`src/ebra_pkg.sv`:
```
package ebra_pkg;
	// ==========================================
	// Cycle phases
	typedef enum logic [2:0] {
		ST_IDLE,
		ST_CMD_DELAY,
		ST_WAIT,
		ST_READY,
		ST_MUX,
		ST_TRI,
		ST_HOLD,
		ST_REGAIN
	} ebra_state_t;

	// ==========================================
	// Widths and reset values
	localparam int WAIT_W = 4;
	localparam logic [WAIT_W-1:0] WAIT_RST = 4'h0;
	localparam logic READY_ACT_LOW_RST = 1'b1;

	// ==========================================
	// Cycle request and programming
	typedef struct packed {
		logic start;
		logic write;
		logic cmd_delay;
		logic [WAIT_W-1:0] memory_cycle_wait_count;
		logic muxed;
		logic tristate_wait_state;
	} ebra_req_t;

	// Bus pin group towards the outside
	typedef struct packed {
		logic read_cmd_b;
		logic write_cmd_b;
		logic chip_select_oe;
		logic other_oe;
	} ebra_pins_t;
endpackage

```
`src/ebra_wait_cnt.sv`:
```
`timescale 1ns/1ps
module ebra_wait_cnt #(
	parameter int W = ebra_pkg::WAIT_W
) (
	input wire logic clock_i,
	input wire logic rst_b_i,
	input wire logic load_i,
	input wire logic [W-1:0] value_i,
	output logic zero_o
);
	typedef struct packed {
		logic [W-1:0] cnt;
	} ebra_cnt_t;

	ebra_cnt_t st_reg;
	ebra_cnt_t st_next;

	// Zero width leaves no room for a count
	if (W < 1) begin : g_width_chk
		$error("wait counter width too small");
	end

	always_comb begin
		st_next = st_reg;
		if (load_i) begin
			st_next.cnt = value_i;
		end else if (st_reg.cnt != '0) begin
			st_next.cnt = st_reg.cnt - 1'b1;
		end
	end

	always_ff @(posedge clock_i or negedge rst_b_i) begin
		if (!rst_b_i) begin
			st_reg.cnt <= W'(ebra_pkg::WAIT_RST);
		end else begin
			st_reg <= st_next;
		end
	end

	assign zero_o = (st_reg.cnt == '0);
endmodule

```
`src/ebra_bus_ctrl.sv`:
```
`timescale 1ns/1ps
// Overview of operation
// - READY inactive at sample adds a wait state; active ends the cycle; polarity selectable
// - Run programmed memory cycle wait states before sampling READY; zero allowed
// - Command leading edge follows the programmed command delay setting
// - Multiplexed cycles add a mux wait state plus optional tristate wait state
// - Next cycle starts only after post-cycle wait states elapse
// - HOLD sampled on the clock; acknowledge and request change on clock edges
// - Running cycle finishes before acknowledge is given
// - On release, chip selects and other bus signals float
// - Bus request may assert two clocks after acknowledge at the earliest
// - Regain starts only when HOLD goes inactive
// - After regain completes, the next own cycle may start
module ebra_bus_ctrl (
	input wire logic clock_i,
	input wire logic rst_b_i,
	input wire ebra_pkg::ebra_req_t req_i,
	input wire logic ready_i,
	input wire logic ready_active_low_i,
	input wire logic hold_b_i,
	input wire logic want_bus_i,
	output logic busy_o,
	output logic cycle_done_o,
	output logic system_clock_output_o,
	output ebra_pkg::ebra_pins_t pins_o,
	output logic hold_acknowledge_out_b_o,
	output logic bus_request_out_b_o
);
	// ==========================================
	// State
	typedef struct packed {
		ebra_pkg::ebra_state_t state;
		logic write;
		logic muxed;
		logic tri_ws;
		logic busy;
		logic done;
		logic clk_out;
		ebra_pkg::ebra_pins_t pins;
		logic hold_ack_b;
		logic bus_req_b;
		logic hold_ack_seen;
	} ebra_st_t;

	ebra_st_t st_reg;
	ebra_st_t st_next;
	logic wait_zero;
	logic wait_load;
	logic ready_act;
	logic hold_act;

	// ==========================================
	// Input qualification
	// Polarity select
	assign ready_act = ready_active_low_i ? !ready_i : ready_i;
	assign hold_act = !hold_b_i;
	assign wait_load = (st_next.state == ebra_pkg::ST_WAIT) &&
		(st_reg.state != ebra_pkg::ST_WAIT);

	ebra_wait_cnt #(.W(ebra_pkg::WAIT_W)) u_wait (
		.clock_i(clock_i),
		.rst_b_i(rst_b_i),
		.load_i(wait_load),
		.value_i(req_i.memory_cycle_wait_count),
		.zero_o(wait_zero)
	);

	// ==========================================
	// Sequencer
	always_comb begin
		st_next = st_reg;
		st_next.done = 1'b0;
		st_next.clk_out = !st_reg.clk_out;
		case (st_reg.state)
			ebra_pkg::ST_IDLE: begin
				st_next.busy = 1'b0;
				if (hold_act) begin
					st_next.state = ebra_pkg::ST_HOLD;
					st_next.hold_ack_b = 1'b0;
					st_next.pins.chip_select_oe = 1'b0;
					st_next.pins.other_oe = 1'b0;
					st_next.hold_ack_seen = 1'b0;
				end else if (req_i.start) begin
					st_next.busy = 1'b1;
					st_next.write = req_i.write;
					st_next.muxed = req_i.muxed;
					st_next.tri_ws = req_i.tristate_wait_state;
					if (req_i.cmd_delay) begin
						st_next.state = ebra_pkg::ST_CMD_DELAY;
					end else begin
						st_next.state = ebra_pkg::ST_WAIT;
						st_next.pins.read_cmd_b = req_i.write;
						st_next.pins.write_cmd_b = !req_i.write;
					end
				end
			end
			ebra_pkg::ST_CMD_DELAY: begin
				st_next.state = ebra_pkg::ST_WAIT;
				st_next.pins.read_cmd_b = st_reg.write;
				st_next.pins.write_cmd_b = !st_reg.write;
			end
			ebra_pkg::ST_WAIT: begin
				if (wait_zero) begin
					st_next.state = ebra_pkg::ST_READY;
				end
			end
			ebra_pkg::ST_READY: begin
				if (ready_act) begin
					st_next.pins.read_cmd_b = 1'b1;
					st_next.pins.write_cmd_b = 1'b1;
					st_next.done = 1'b1;
					if (st_reg.muxed) begin
						st_next.state = ebra_pkg::ST_MUX;
					end else if (st_reg.tri_ws) begin
						st_next.state = ebra_pkg::ST_TRI;
					end else begin
						st_next.state = ebra_pkg::ST_IDLE;
						st_next.busy = 1'b0;
					end
				end
			end
			ebra_pkg::ST_MUX: begin
				st_next.state = st_reg.tri_ws ? ebra_pkg::ST_TRI : ebra_pkg::ST_IDLE;
				st_next.busy = st_reg.tri_ws;
			end
			ebra_pkg::ST_TRI: begin
				st_next.state = ebra_pkg::ST_IDLE;
				st_next.busy = 1'b0;
			end
			ebra_pkg::ST_HOLD: begin
				// Stay floated while HOLD is active
				st_next.hold_ack_seen = 1'b1;
				st_next.bus_req_b = !(st_reg.hold_ack_seen && want_bus_i);
				if (!hold_act) begin
					st_next.state = ebra_pkg::ST_REGAIN;
					st_next.hold_ack_b = 1'b1;
				end
			end
			ebra_pkg::ST_REGAIN: begin
				st_next.bus_req_b = 1'b1;
				st_next.pins.chip_select_oe = 1'b1;
				st_next.pins.other_oe = 1'b1;
				st_next.state = ebra_pkg::ST_IDLE;
			end
			default: begin
				st_next.state = ebra_pkg::ST_IDLE;
			end
		endcase
	end

	always_ff @(posedge clock_i or negedge rst_b_i) begin
		if (!rst_b_i) begin
			st_reg.state <= ebra_pkg::ST_IDLE;
			st_reg.write <= 1'b0;
			st_reg.muxed <= 1'b0;
			st_reg.tri_ws <= 1'b0;
			st_reg.busy <= 1'b0;
			st_reg.done <= 1'b0;
			st_reg.clk_out <= 1'b0;
			st_reg.pins <= 4'h3 | 4'hc;
			st_reg.hold_ack_b <= 1'b1;
			st_reg.bus_req_b <= 1'b1;
			st_reg.hold_ack_seen <= 1'b0;
		end else begin
			st_reg <= st_next;
		end
	end

	assign busy_o = st_reg.busy;
	assign cycle_done_o = st_reg.done;
	assign system_clock_output_o = st_reg.clk_out;
	assign pins_o = st_reg.pins;
	assign hold_acknowledge_out_b_o = st_reg.hold_ack_b;
	assign bus_request_out_b_o = st_reg.bus_req_b;

	// ==========================================
	// Checks
	floated_hold_a: assert property (@(posedge clock_i) disable iff (!rst_b_i)
		!st_reg.hold_ack_b |-> !st_reg.pins.chip_select_oe && !st_reg.pins.other_oe)
		else $error("bus driven while acknowledged");
	no_cycle_hold_a: assert property (@(posedge clock_i) disable iff (!rst_b_i)
		!st_reg.hold_ack_b |-> st_reg.pins.read_cmd_b && st_reg.pins.write_cmd_b)
		else $error("command during hold");
	hold_persist_a: assert property (@(posedge clock_i) disable iff (!rst_b_i)
		(!st_reg.hold_ack_b && hold_act) |=> !st_reg.hold_ack_b)
		else $error("acknowledge dropped while hold active");
	regain_on_hold_a: assert property (@(posedge clock_i) disable iff (!rst_b_i)
		$rose(st_reg.hold_ack_b) |-> $past(!hold_b_i, 1) == 1'b0)
		else $error("regain without hold release");
	bus_req_late_a: assert property (@(posedge clock_i) disable iff (!rst_b_i)
		$fell(st_reg.bus_req_b) |-> $past(st_reg.hold_ack_b, 2) == 1'b0)
		else $error("bus request too early");
	ready_end_a: assert property (@(posedge clock_i) disable iff (!rst_b_i)
		(st_reg.state == ebra_pkg::ST_READY && ready_act) |=> st_reg.done)
		else $error("ready did not end cycle");
	ready_ext_a: assert property (@(posedge clock_i) disable iff (!rst_b_i)
		(st_reg.state == ebra_pkg::ST_READY && !ready_act) |=>
		st_reg.state == ebra_pkg::ST_READY)
		else $error("no wait state on inactive ready");
	mux_gap_a: assert property (@(posedge clock_i) disable iff (!rst_b_i)
		(st_reg.done && st_reg.muxed && st_reg.tri_ws) |-> st_reg.busy ##1 st_reg.busy)
		else $error("mux gap short");
	grant_idle_a: assert property (@(posedge clock_i) disable iff (!rst_b_i)
		$fell(st_reg.hold_ack_b) |-> $past(st_reg.state, 1) == ebra_pkg::ST_IDLE)
		else $error("grant during cycle");
	cmd_delay_a: assert property (@(posedge clock_i) disable iff (!rst_b_i)
		(st_reg.state == ebra_pkg::ST_CMD_DELAY) |->
		(st_reg.pins.read_cmd_b && st_reg.pins.write_cmd_b))
		else $error("command before delay elapsed");
	gap_quiet_a: assert property (@(posedge clock_i) disable iff (!rst_b_i)
		(st_reg.state == ebra_pkg::ST_MUX || st_reg.state == ebra_pkg::ST_TRI) |=>
		(st_reg.pins.read_cmd_b && st_reg.pins.write_cmd_b))
		else $error("cycle started inside gap");
endmodule

```
`config.mk`:
```
export PLATFORM = sky130hd
export DESIGN_NAME = ebra_bus_ctrl
export DESIGN_NICKNAME = d
export VERILOG_FILES = /design/src/ebra_pkg.sv /design/src/ebra_wait_cnt.sv /design/src/ebra_bus_ctrl.sv
export SDC_FILE = /design/constraint.sdc
export NUM_CORES = 1
export LEC_CHECK = 0
export ABC_CLOCK_PERIOD_IN_PS = 3100
export BUFFER_PORTS_ARGS = -buffer_cell sky130_fd_sc_hd__buf_2
export CAP_MARGIN = 0
export CORE_UTILIZATION = 56
export CTS_CLUSTER_SIZE = 24
export DETAILED_ROUTE_END_ITERATION = 10
export PLACE_DENSITY = 0.82
export SLEW_MARGIN = 20
export SYNTH_ARGS = -nofsm -noshare
export SYNTH_HDL_FRONTEND = slang
export SYNTH_SLANG_ARGS = --single-unit
```
`constraint.sdc`:
```
create_clock -name clock_i -period 3.1 [get_ports clock_i]
set_input_delay 0 -clock clock_i [delete_from_list [all_inputs] [get_ports clock_i]]
set_output_delay 0 -clock clock_i [all_outputs]
set_load 0.02 [all_outputs]
```
## Word level (Yosys, flattened, before mapping)

Index checks and enable logic that the tools add are counted.

| word-level totals | value |
|---|---|
| register bits after elaboration | 20 |
| input port bits | 15 |
| output and inout bits | 9 |
| logic and storage cells | 86 |

| operators by class | value |
|---|---|
| add/subtract/negate cells | 1 |
| equality and inequality tests | 17 |
| multiplexer cells | 30 |
| reduce and logical (&&, ||, !) cells | 23 |

Operators with widths:

| cell | number |
|---|---|
| $mux 3 | 7 |
| $pmux 3 s7 | 1 |
| $ne 2x2->1 const B | 8 |
| $eq 3x3->1 const B | 4 |
| $mux 2 | 6 |
| $eq 3x2->1 const B | 3 |
| $mux 4 | 2 |
| $reduce_bool 2->1 | 4 |
| $reduce_bool 4->1 | 2 |
| $mux 1 | 7 |
| $mux 7 | 1 |
| $pmux 1 s2 | 3 |
| $pmux 2 s3 | 1 |
| $reduce_and 3->1 | 2 |
| $logic_not 1->1 | 5 |
| $reduce_and 5->1 | 1 |
| $logic_not 4->1 | 1 |
| $pmux 1 s4 | 1 |
| $pmux 2 s2 | 1 |
| $reduce_and 2->1 | 2 |
| $reduce_and 4->1 | 1 |
| $sub 4x1->4 const B | 1 |
| $eq 3x1->1 const B | 1 |
| $logic_not 3->1 | 1 |
| 4 further kinds | 5 |

## Longest topological paths before layout

| logic depth | value |
|---|---|
| depth after elaboration | 7 |
| mapped depth | 5 |
| gate-level depth less buffers | 5 |

## Modules after synthesis

Synthesis repeated with hierarchy kept, for this count alone.

| second synthesis, totals | value |
|---|---|
| cells, all modules | 111 |
| area total of the unflattened synthesis | 1093.5 um^2 |

Modules (own cells, without submodules):

| module | times used | cells an instance | area each (um^2) | sequential area each (um^2) |
|---|---|---|---|---|
| ebra_bus_ctrl | 1 | 89 | 859.6 | 381.6 |
| ebra_wait_cnt | 1 | 22 | 234.0 | 100.1 |

## Worst setup path after synthesis

No wires, ideal clock.

| path | value |
|---|---|
| path type | reg-to-reg |
| start | register st_reg[14] (netlist bit) |
| end | register u_wait.st_reg[0] (netlist bit) |
| setup time | 0.125 ns |
| arrival time | 1.377 ns |
| required time | 2.975 ns |
| setup slack | 1.597 ns |
| cell stages (with the launch flop) | 6 |
| buffers on the path | 1 |
| period minus slack after synthesis | 1.503 ns |
| cell sequence | dfrtp_1 buf_6 nand4bb_4 mux2_4 nor2_8 mux2_4 |

| between the ends | value |
|---|---|
| word-level cells in the longest chain between the ends | 6 |
| elaborated cells between the ends (all ways) | 20 |
| classes of those cells | eq/ne: 9; mux: 7; reduce/logical: 4 |

RTL lines:

| item | line | text |
|---|---|---|
| from (decl) | ebra_bus_ctrl.sv:45 | `ebra_st_t st_reg;` |
| from (signal assigned) | ebra_bus_ctrl.sv:165 | `st_reg <= st_next;` |
| $eq 3x3->1 / $mux 7 (equally long branches) | ebra_bus_ctrl.sv:74, ebra_bus_ctrl.sv:83 |  |
| $reduce_or 2->1 (no line) / $mux 3 (equally long branches) | - |  |
| $pmux 3 s7 | ebra_bus_ctrl.sv:74 | `case (st_reg.state)` |
| $eq 3x2->1 | ebra_bus_ctrl.sv:57 | `assign wait_load = (st_next.state == ebra_pkg::ST_WAIT) &&` |
| $logic_and 1x1->1 * | ebra_bus_ctrl.sv:57 |  |
| $mux 4 / $reduce_bool 2->1 (equally long branches) | - |  |
| to (signal assigned) | ebra_wait_cnt.sv:36 | `st_reg <= st_next;` |
| to (decl) | ebra_wait_cnt.sv:15 | `ebra_cnt_t st_reg;` |

Every way passes the cells marked *; elsewhere a longest branch is shown, timed or not.
A chain may end at the register's enable or synchronous reset.

## Worst setup path in the final report

Same ends and word-level chain as after synthesis.

==> results.toml <==
[logic_synthesis]
synth_area_leader_cell = "dfrtp_1"
synth.yosys.seq_area_share = 0.4425
synth_seq_cells = 19
synthArstFlopShare = 1.000
synthesis.area_um2 = 1089
ys_types = 37
syn_avg_cell_area_um2 = 10.57
synth-edff-count = 0
synth_ff_type = "dfrtp_1"
synth_warnings = 0
synth_top_area_share = 0.3218
synth_area_leaders = "dfrtp_1 32%, dfstp_2 12%, mux2_4 6.9%"
synth_fp_nets = 119
synthCells = 103

[global_routing]
antenna_found_initial = 0
grt_pass1_wl_um = 3312
grt_pass1_vias = 778
gr-total-overflow = 0
grt_start_max_net_pins = 20
grt_usage = 0.2243

[timing]
skew_ns = 0.002715
hold_slack_ns = 0.03019
slew_headroom = 0.6501
period_minus_slack_ns = 1.723
final-setup-viol-count = 0
period_share = 0.5557
setup_slack_ns = 1.377
rsz0062_at_grt = "false"
slew_violations = 0
max_freq_mhz = 580.5
finalSetupTns_ns = 0
hold_viol = 0
worstMarginPinSlew_ns = 0.5249

[clocking]
cts.sinks = 19
cts-root-buf = "clkbuf_4"
cts_buffers = 3
clk_pin_slew_ns = 0.10
clk_latency_ns = 0.30
htreeDepth = 1
cts_tree = "yes"
clockBufferDepth = 2
cts_resized = 0

[critical_path]
worstPathCellList = "nand4bb_4 -> mux2_4 -> nor2_8 -> mux2_4"
crit_slowest_cell = "dfrtp_1"
end_kind = "flop"
worst_path_largest_cell_delay_ns = 0.58
required_ns = 3.29
crit_type = "flop to flop"
cpMostUsedCell = "mux2_4"
start_kind = "flop"
crit_arrival_ns = 1.91
crit_path_max_fanout = 18

[detailed_routing]
met2WireLength_um = 996
routedWlPerCell_um = 13.06
firstDrtPassIters = 4
dr.max_layer_used = "met4"
wl_met1_um = 955
drt_wl_total_um = 2050
drc = 0
routed_via_density = 5.389
wl_met3_um = 58
vias = 846
drt_iter0_drc = 20
postRouteAntennaNets = 0

[floorplanning]
core_um2 = 1783
die_area_um2 = 2124
num_rows = 15
die_y_um = 46.09
start_util = 0.6105
ios = 24
dieWidth_um = 46.09

[power]
irDropWorstVdd_mv = 0.5461
power_leakage_uw = 0.0006213
power_density_nw_per_um2 = 886.4

[placed_design]
dpl_worst_slack_ns = 1.401
dp_hpwl_um = 1469
dp.cells = 143
gp_congestion = 0.8209
io_buffers = 23

[hold_path]
hp-class = "primary input to flop"

[final_layout]
fillCellCount = 140
layout_commonest_cell = "buf_2"
fin_util = 0.7333
syn_to_final_growth_pct = 20.11
fin_nets = 149
fin_cells = 157
drive_above_1_share = 0.3485
diodes = 0
final_cell_mix = "23 x buf_2, 14 x dfrtp_1, 10 x a21oi_1, 10 x dlygate4sd3_1, 8 x nor2_1"
largest_register_ffs = 7

[flow_run]
max_cap_viol_count = 0

[outcome]
status = "complete, no violations"
[through the flow]
| step | instance area [um2] | total power, uW |
|---|---|---|
| after floorplan | 1089 | 941.4 |
| after global placement | 1180 | 1003 |
| after detailed placement | 1180 | 1029 |
| after CTS | 1308 | 1163 |
| after global routing | 1308 | 1246 |
| final | 1308 | 1159 |
[cells in the mapped netlist, types with 2 or more instances]
cell and instances:
a32oi_1 2, dfstp_2 5, nor2_1 8, nand2_1 4
nor2b_1 3, a21o_1 2, dfrtp_1 14, a21oi_1 10
o21ai_0 5, nor3_1 3, buf_2 2, nand3_1 2
or3_1 3, and3_1 2, inv_1 5, mux2_2 5
buf_4 4, mux2_4 5
[kinds of logic (layout without fill, tap and decap cells)]
| group | count (synthesis) | in the layout | share of synthesized area |
|---|---|---|---|
| mux | 11 | 11 | 0.1299 |
| buf+inv | 13 | 42 | 0.06782 |
| compound gates | 23 | 23 | 0.1276 |
| simple gates | 34 | 34 | 0.2046 |
| fa+ha+maj | 1 | 1 | 0.01149 |
| xor+xnor | 2 | 2 | 0.01609 |
| flops | 19 | 19 | 0.4425 |
[worst paths after layout]
| check | start | end | slack [ns] | depth (start not counted) |
|---|---|---|---|---|
| setup / recovery | st_reg[14] | u_wait.st_reg[0] | 1.38 | 4 |
| hold / removal | hold_b_i | hold_acknowledge_out_b_o | 0.03 | 3 |
| setup reg to reg | st_reg[14] | u_wait.st_reg[0] | 1.38 | 4 |
| hold reg to reg | system_clock_output_o | system_clock_output_o | 0.41 | 1 |
| max in group asynchronous | rst_b_i | pins_o[1] | 2.62 | 2 |
| min in group asynchronous | rst_b_i | u_wait.st_reg[3] | 0.16 | 2 |
[cell type report]
type	count	area, um2	share of cell area
flip-flops and latches	19	481.7	0.3684
repair buffers	33	215.2	0.1646
multi-input cells	71	533.0	0.4077
clock buffers	3	22.52	0.01722
inverters	5	18.77	0.01435
well taps	25	31.28	0.02392
clock inverters	1	5.005	0.003828
[layer usage]
layer | global-route usage | vias up
li1 | - | 422
met1 | 0.2875 | 396
met2 | 0.3775 | 23
met3 | 0.02353 | 5
met4 | 0.1059 | 0
met5 | 0 | -
[worst max-delay path: cells and delay by family (launching register included)]
family        cells  cell delay (ns)
mux               2             0.62
simple gates      2             0.42
flops             1             0.58
[what timing repair did]
item | 4_1_cts | 5_1_grt
endpoints found under the hold margin | 28 | 0
setup buffers | 0 | 0
hold buffers | 10 | 0
[report_power, final]
| part | switching, uW | internal [uW] | leakage (uW) | total, uW |
|---|---|---|---|---|
| combinational | 249 | 281 | 0.000383 | 530 |
| sequential | 132 | 375 | 0.000221 | 506 |
| clock | 74.0 | 48.1 | 0.0000177 | 122 |
Note: power is estimated with default switching activity, not from simulation.
